**config.mk**
```make
export PLATFORM = sky130hd
export DESIGN_NAME = mdc_dev_flat
export DESIGN_NICKNAME = d
export VERILOG_FILES = /design/src/mdc_pkg.sv /design/src/mdc_link_if.sv /design/src/mdc_dev.sv /design/src/flat_wrapper.sv
export SDC_FILE = /design/constraint.sdc
export NUM_CORES = 2
export LEC_CHECK = 0
export BUFFER_PORTS_ARGS = -buffer_cell sky130_fd_sc_hd__buf_2
export CAP_MARGIN = 10
export CORE_MARGIN = 8
export CORE_UTILIZATION = 55
export CTS_CLUSTER_DIAMETER = 60
export DETAILED_ROUTE_END_ITERATION = 12
export GPL_TIMING_DRIVEN = 1
export PLACE_DENSITY = 0.72
export SETUP_SLACK_MARGIN = 0.05
export SYNTH_ARGS = -nofsm -noshare
export SYNTH_HDL_FRONTEND = slang
export SYNTH_SLANG_ARGS = --single-unit
```
**constraint.sdc**
```tcl
create_clock -name clk_i -period 3.4 [get_ports clk_i]
set_clock_uncertainty 0.1 [all_clocks]
set_input_delay 0.68 -clock clk_i [delete_from_list [all_inputs] [get_ports clk_i]]
set_output_delay 0.68 -clock clk_i [all_outputs]
set_load 0.05 [all_outputs]
```
**src/mdc_pkg.sv**
```systemverilog
package mdc_pkg;
   // Word layout, MSB first
   localparam int unsigned WORD_BITS     = 32;
   localparam int unsigned VAL_BITS      = 14;
   localparam int unsigned NUM_CH        = 32;
   localparam int unsigned CMD_MSB       = 31;
   localparam int unsigned CMD_LSB       = 29;
   localparam int unsigned CHF_MSB       = 28;
   localparam int unsigned CHF_LSB       = 23;
   localparam int unsigned VAL_MSB       = 15;
   localparam int unsigned VAL_LSB       = 2;
   // Command codes
   localparam logic [2:0]  CMD_NOP       = 3'h0;
   localparam logic [2:0]  CMD_WRITE     = 3'h1;
   localparam logic [2:0]  CMD_LOAD      = 3'h2;
   localparam logic [2:0]  CMD_THRU      = 3'h3;
   localparam logic [2:0]  CMD_READ      = 3'h4;
   localparam logic [2:0]  CMD_CLEAR     = 3'h7;
   // Channel field values
   localparam logic [5:0]  CHF_OFFSET    = 6'h20;
   localparam logic [5:0]  CHF_ALL       = 6'h3f;
   localparam logic [13:0] VAL_RESET     = 14'h0000;
   // Pin sync order: sel, clear_n, load_n, din, sclk, cs_n
   localparam logic [5:0]  PIN_IDLE      = 6'h3b;
   localparam int unsigned PIN_CS        = 0;
   localparam int unsigned PIN_SCLK      = 1;
   localparam int unsigned PIN_DIN       = 2;
   localparam int unsigned PIN_LOAD      = 3;
   localparam int unsigned PIN_CLEAR     = 4;
   localparam int unsigned PIN_SEL       = 5;
   // Timing
   localparam int unsigned CLK_PERIOD_NS  = 4;
   localparam int unsigned SCLK_PERIOD_NS = 64;
   localparam logic [7:0]  SCLK_HALF      =
      8'(SCLK_PERIOD_NS / (2 * CLK_PERIOD_NS));
   localparam logic [7:0]  CLEAR_CYCLES   = 8'h28;
   localparam logic [7:0]  HOST_CLR_WAIT  = 8'h30;
   localparam logic [7:0]  CS_GAP_CYCLES  = 8'h10;
   // Host link states
   typedef enum logic [2:0] {
      HS_IDLE, HS_HIGH, HS_LOW, HS_END, HS_GAP
   } mdc_host_state_t;
endpackage

```
**src/mdc_link_if.sv**
```systemverilog
`timescale 1ns/1ps
interface mdc_link_if;
   logic cs_n;
   logic sclk;
   logic din;
   logic dout;
   logic load_all_n;
   logic clear_all_n;
   logic iface_sel;

   // Documented device end
   modport dev (
      input  cs_n, sclk, din, load_all_n, clear_all_n, iface_sel,
      output dout
   );
   // Serial host end
   modport host (
      output cs_n, sclk, din, load_all_n, clear_all_n, iface_sel,
      input  dout
   );
endinterface

```
**src/mdc_dev.sv**
```systemverilog
`timescale 1ns/1ps
module mdc_dev (
   // Clock and reset
   input  wire logic                       clk_i,
   input  wire logic                       rst_n_i,
   // Serial link
   mdc_link_if.dev                         link,
   // Converter codes and clear busy flag
   output logic [mdc_pkg::NUM_CH-1:0][13:0] chan_value_o,
   output logic [13:0]                     offset_value_o,
   output logic                            clear_busy_o
);

   logic [5:0]                      pin_s1_reg;
   logic [5:0]                      pin_s2_reg;
   logic                            sclk_d_reg;
   logic [5:0]                      bit_cnt_reg;
   logic [31:0]                     shift_reg;
   logic [7:0]                      busy_cnt_reg;
   logic [13:0]                     in_mem [mdc_pkg::NUM_CH];
   logic [13:0]                     off_in_reg;
   logic                            sclk_fall;
   logic                            word_done;
   logic [31:0]                     word;
   logic [2:0]                      cmd;
   logic [5:0]                      chf;
   logic [13:0]                     val;
   logic                            clr_pin;
   logic                            clr_cmd;
   logic [31:0]                     rd_word;

   // Channel field hits channel idx or all
   function automatic logic chan_hit(input logic [5:0] f,
                                     input logic [4:0] idx);
      chan_hit = (f == mdc_pkg::CHF_ALL) || (f == {1'b0, idx});
   endfunction

   // Two-flop sync of all pins
   always_ff @(posedge clk_i or negedge rst_n_i)
   begin
      if (!rst_n_i)
      begin
         pin_s1_reg <= mdc_pkg::PIN_IDLE;
         pin_s2_reg <= mdc_pkg::PIN_IDLE;
         sclk_d_reg <= 1'b1;
      end
      else
      begin
         pin_s1_reg <= {link.iface_sel, link.clear_all_n,
                        link.load_all_n, link.din, link.sclk, link.cs_n};
         pin_s2_reg <= pin_s1_reg;
         sclk_d_reg <= pin_s2_reg[mdc_pkg::PIN_SCLK];
      end
   end

   // Edge detect and word decode
   assign sclk_fall = sclk_d_reg & ~pin_s2_reg[mdc_pkg::PIN_SCLK];
   assign word      = {shift_reg[30:0], pin_s2_reg[mdc_pkg::PIN_DIN]};
   assign word_done = sclk_fall && !pin_s2_reg[mdc_pkg::PIN_CS]
                      && (bit_cnt_reg == 6'h1f) && (busy_cnt_reg == 8'h00);
   assign cmd       = word[mdc_pkg::CMD_MSB:mdc_pkg::CMD_LSB];
   assign chf       = word[mdc_pkg::CHF_MSB:mdc_pkg::CHF_LSB];
   assign val       = word[mdc_pkg::VAL_MSB:mdc_pkg::VAL_LSB];
   assign clr_pin   = !pin_s2_reg[mdc_pkg::PIN_CLEAR];
   assign clr_cmd   = word_done && (cmd == mdc_pkg::CMD_CLEAR);
   assign rd_word   = {cmd, chf, 7'h00,
                       (chf == mdc_pkg::CHF_OFFSET) ? offset_value_o
                                                    : chan_value_o[chf[4:0]],
                       2'b00};

   // Bit counter with framing modes
   always_ff @(posedge clk_i or negedge rst_n_i)
   begin
      if (!rst_n_i)
         bit_cnt_reg <= 6'h00;
      else if (busy_cnt_reg != 8'h00 || clr_pin)
         bit_cnt_reg <= 6'h00;
      else if (pin_s2_reg[mdc_pkg::PIN_CS])
      begin
         if (pin_s2_reg[mdc_pkg::PIN_SEL])
            bit_cnt_reg <= 6'h00;
         // Processor framing keeps the count across select high
      end
      else if (sclk_fall)
         bit_cnt_reg <= (bit_cnt_reg == 6'h1f) ? 6'h00
                                               : bit_cnt_reg + 6'h01;
   end

   // Shift path feeds read-back and daisy chain
   always_ff @(posedge clk_i or negedge rst_n_i)
   begin
      if (!rst_n_i)
         shift_reg <= 32'h0000_0000;
      else if (word_done && cmd == mdc_pkg::CMD_READ
               && chf != mdc_pkg::CHF_ALL)
         shift_reg <= rd_word;
      else if (sclk_fall && !pin_s2_reg[mdc_pkg::PIN_CS]
               && busy_cnt_reg == 8'h00)
         shift_reg <= word;
   end

   // Serial data out register
   always_ff @(posedge clk_i or negedge rst_n_i)
   begin
      if (!rst_n_i)
         link.dout <= 1'b0;
      else
         link.dout <= shift_reg[31];
   end

   // Clear sequence timer
   always_ff @(posedge clk_i or negedge rst_n_i)
   begin
      if (!rst_n_i)
      begin
         busy_cnt_reg <= 8'h00;
         clear_busy_o <= 1'b0;
      end
      else if (clr_pin || clr_cmd)
      begin
         busy_cnt_reg <= mdc_pkg::CLEAR_CYCLES;
         clear_busy_o <= 1'b1;
      end
      else
      begin
         busy_cnt_reg <= (busy_cnt_reg != 8'h00) ? busy_cnt_reg - 8'h01
                                                 : 8'h00;
         clear_busy_o <= (busy_cnt_reg > 8'h01);
      end
   end

   // Offset channel registers
   always_ff @(posedge clk_i or negedge rst_n_i)
   begin
      if (!rst_n_i)
      begin
         off_in_reg     <= mdc_pkg::VAL_RESET;
         offset_value_o <= mdc_pkg::VAL_RESET;
      end
      else if (clr_pin || clr_cmd)
      begin
         off_in_reg     <= mdc_pkg::VAL_RESET;
         offset_value_o <= mdc_pkg::VAL_RESET;
      end
      else
      begin
         if (!pin_s2_reg[mdc_pkg::PIN_LOAD])
            offset_value_o <= off_in_reg;
         if (word_done && chf == mdc_pkg::CHF_OFFSET)
         begin
            case (cmd)
               mdc_pkg::CMD_WRITE: off_in_reg <= val;
               mdc_pkg::CMD_LOAD:  offset_value_o <= off_in_reg;
               mdc_pkg::CMD_THRU:
               begin
                  off_in_reg     <= val;
                  offset_value_o <= val;
               end
               default: ;
            endcase
         end
      end
   end

   // Regular channel double buffers
   generate
      for (genvar i = 0; i < mdc_pkg::NUM_CH; i++)
      begin : g_ch
         always_ff @(posedge clk_i or negedge rst_n_i)
         begin
            if (!rst_n_i)
            begin
               in_mem[i]       <= mdc_pkg::VAL_RESET;
               chan_value_o[i] <= mdc_pkg::VAL_RESET;
            end
            else if (clr_pin || clr_cmd)
            begin
               in_mem[i]       <= mdc_pkg::VAL_RESET;
               chan_value_o[i] <= mdc_pkg::VAL_RESET;
            end
            else
            begin
               if (!pin_s2_reg[mdc_pkg::PIN_LOAD])
                  chan_value_o[i] <= in_mem[i];
               if (word_done && chan_hit(chf, 5'(i)))
               begin
                  case (cmd)
                     mdc_pkg::CMD_WRITE: in_mem[i] <= val;
                     mdc_pkg::CMD_LOAD:
                        chan_value_o[i] <= in_mem[i];
                     mdc_pkg::CMD_THRU:
                     begin
                        in_mem[i]       <= val;
                        chan_value_o[i] <= val;
                     end
                     default: ;
                  endcase
               end
            end
         end
      end
   endgenerate

endmodule // mdc_dev

```
**src/flat_wrapper.sv**
```systemverilog
// flat-port wrapper written by rule: the top's interface ports become plain ports
module mdc_dev_flat 
  (clk_i, rst_n_i, chan_value_o, offset_value_o, clear_busy_o, link_cs_n, link_sclk, link_din, link_load_all_n, link_clear_all_n, link_iface_sel, link_dout);
  mdc_link_if link_i ();
  input  wire logic clk_i;
  input  wire logic rst_n_i;
  output logic [mdc_pkg::NUM_CH-1:0][13:0] chan_value_o;
  output logic [13:0] offset_value_o;
  output logic clear_busy_o;
  input wire logic [$bits(link_i.cs_n)-1:0] link_cs_n;
  input wire logic [$bits(link_i.sclk)-1:0] link_sclk;
  input wire logic [$bits(link_i.din)-1:0] link_din;
  input wire logic [$bits(link_i.load_all_n)-1:0] link_load_all_n;
  input wire logic [$bits(link_i.clear_all_n)-1:0] link_clear_all_n;
  input wire logic [$bits(link_i.iface_sel)-1:0] link_iface_sel;
  output wire logic [$bits(link_i.dout)-1:0] link_dout;
  assign link_i.cs_n = link_cs_n;
  assign link_i.sclk = link_sclk;
  assign link_i.din = link_din;
  assign link_i.load_all_n = link_load_all_n;
  assign link_i.clear_all_n = link_clear_all_n;
  assign link_i.iface_sel = link_iface_sel;
  assign link_dout = link_i.dout;
  mdc_dev u_core (.clk_i(clk_i), .rst_n_i(rst_n_i), .link(link_i), .chan_value_o(chan_value_o), .offset_value_o(offset_value_o), .clear_busy_o(clear_busy_o));
endmodule
```
==> out/metrics.yaml <==
clock_network:
  cts_made_buffers: 110
  cts_resized: 0
  post_cts_buffers: 0
  cts_tree: "built"
  htreeDepth: 3
  clockBufferDepth: 3
  insertion_delay_ns: 0.71
  ctsRootBufferMaster: "clkbuf_16"
  path_clk_slew_ns: 0.06
  clock-sinks: 985
routing:
  route.vias.total: 47287
  routed_wire_length_per_instance_um: 32.4
  dr.pass1.iters: 6
  postRouteWirelength_um: 216000
  first_iter_violations: 7343
  vias_per_cell: 7.12
  ant_nets: 0
  drcViolationCount: 0
floorplanning:
  num_io_pins: 472
  design.core.area_sq_um: 94600
  die_y_um: 324
  die_w_um: 324
  start_util: 0.552
  die_area_sq_um: 105000
  rows: 113
logic_synthesis:
  syn_nets: 4998
  yosysWarningCount: 0
  synth.top_cell.area_share: 0.467
  ys_ff_latch: 985
  synth_ff_type: "dfrtp_1"
  yosys.area.top_type: "dfrtp_1"
  avgSynthCellArea_sq_um: 10.5
  synth.distinct_cells: 72
  netlist_top_cells_area: "dfrtp_1 47%, a211oi_1 9.9%, mux2i_1 9.0%"
  async_reset_ff_frac: 1.00
  synth-edff-count: 0
  ys_seq_area_frac: 0.472
  netlist_instances: 4987
  syn_area_sq_um: 52200
hold_path:
  worstHoldStart: "u_core.pin_s1_reg[2]"
  hp-class: "reg2reg"
place:
  routabilityCongestion: 0.993
  port_buffers: 471
  dpl.hpwl_um: 139000
sta:
  setup-tns-final_ns: 0
  max_freq_mhz: 320
  min_period_ns: 3.12
  slew_viol_final: 0
  setup_viol: 0
  worst_pin_slew_ns: 0.981
  hold_violations: 0
  slew_headroom: 0.346
  post-route-period-util: 0.918
  grt_setup_unrepaired: "false"
setup_path:
  critPathLaunch: "u_core.shift_reg[24]"
  reg2reg_from: "u_core.shift_reg[24]"
  path_buf_inv: 0
  cp_max_fo: 28
  startpoint_type: "register"
  crit_path_end_kind: "register"
  cp_slowest_cell: "o22ai_1"
  crit_chain: "nand4b_1, o22ai_1, a221oi_1, a21oi_1, a211o_1"
  critPathTopFamily: "compound AO/OA/AOI/OAI gates"
  crit_required_ns: 3.94
  critPathArrivalTime_ns: 3.66
  cp_slowest_stage_delay_ns: 0.95
  critPathKind: "reg2reg"
layout:
  area_delta_synth_final_pct: 15.2
  drive_above_1_share: 0.254
  fillCellCount: 7428
  nets: 5297
  final_util: 0.636
grt:
  grt_pass1_wl_um: 311000
  antenna_found_initial: 7
  grt_overflow: 0
  grt_usage: 0.398
  grt_pass1_vias: 44731
  grt_max_degree: 125
power_and_ir_drop:
  finalPower_uw: 25100
  ir_drop_v: 0.000381
  power.density_nw_per_um2: 416
  leakagePower_uw: 0.0274
run_status:
  status: "finished clean"
job:
  maxCapViolCount: 0
power by group:
part	internal [uW]	switching, uW
sequential	11800	38.1
clock	7290	5120
combinational	231	625
cell type report:
cell class / count / area (sq um) / share of cell area
clock buffer: 157 / 3120 / 0.0518
sequential: 985 / 24700 / 0.411
inverter: 6 / 22.5 / 0.000374
timing repair buffer: 761 / 5290 / 0.0879
tap: 1265 / 1580 / 0.0263
antenna: 5 / 12.5 / 0.000208
clock inverter: 45 / 591 / 0.00982
multi-input combinational: 3422 / 24800 / 0.413
cells in the mapped netlist, types with 8 or more instances:
master and n:
buf_6 38, nand4_2 14, and3_1 29, o22ai_1 23, and4_1 24, nor2_1 315, mux2i_1 468, dfrtp_1 974
mux2_2 220, a21oi_1 683, nand4_1 25, and2_1 8, nor3_1 30, buf_4 32, a22o_1 10, mux4_2 103
buf_2 223, nor2b_1 78, dfstp_2 11, clkbuf_1 275, a311oi_1 28, o211ai_1 10, nor4_4 17, nand2_1 497
a211oi_1 688, a22oi_1 24, o21ai_0 21
routing by layer:
metal,track usage,share of wire
met5,0,0.000060
met4,0.281,0.087
met3,0.128,0.14
met2,0.567,0.42
met1,0.514,0.35
worst paths after layout:
check	endpoint	slack [ns]	cells after the start
min	u_core.pin_s2_reg[2]	0.25	0
min reg2reg	u_core.pin_s2_reg[2]	0.25	0
max in group asynchronous	u_core.chan_value_o[301]	1.70	4
min in group asynchronous	u_core.in_mem[444]	0.45	2
max reg2reg	u_core.shift_reg[4]	0.28	5
max	u_core.shift_reg[4]	0.28	5
repair_timing:
| action | in CTS | in global routing |
|---|---|---|
| endpoints found under the setup margin | 0 | 0 |
| hold endpoints to repair | 39 | 0 |
| hold buffers | 7 | 0 |
cells in the final DEF, fill, tap and decap left out, types with 19 or more instances in the layout:
master,instances
dfrtp_1,954
a211oi_1,688
a21oi_1,683
nand2_1,494
buf_2,470
mux2i_1,468
nor2_1,299
buf_4,225
mux2_2,220
clkbuf_16,110
mux4_2,103
nor2b_1,76
buf_12,58
and3_1,28
a311oi_1,28
clkbuf_1,28
nor3_1,26
nand4_1,25
and4_1,24
a22oi_1,24
o22ai_1,23
o21ai_0,21
clkbuf_8,19
logic make-up (layout without fill, tap and decap cells):
family / after synthesis / after routing / share of synthesized area
flops: 985 / 985 / 0.472
other cells: 0 / 5 / 0
simple gates: 1088 / 1088 / 0.100
buf+inv: 580 / 969 / 0.0548
mux: 791 / 791 / 0.182
xor+xnor: 9 / 9 / 0.00151
compound gates: 1531 / 1531 / 0.188
fa+ha+maj: 3 / 3 / 0.000719
stage by stage:
stage	instance area (sq um)	std cells	setup WS [ns]	hold slack (ns)
floorplan	52200	4987	0.907	0.231
global placement	56400	6432	0.473	0.233
detailed placement	56400	6432	0.486	0.236
CTS	60100	6641	0.454	0.252
global route	60100	6641	0.270	0.264
finish	60200	6646	0.279	0.252
(Power assumes the default switching activity.)
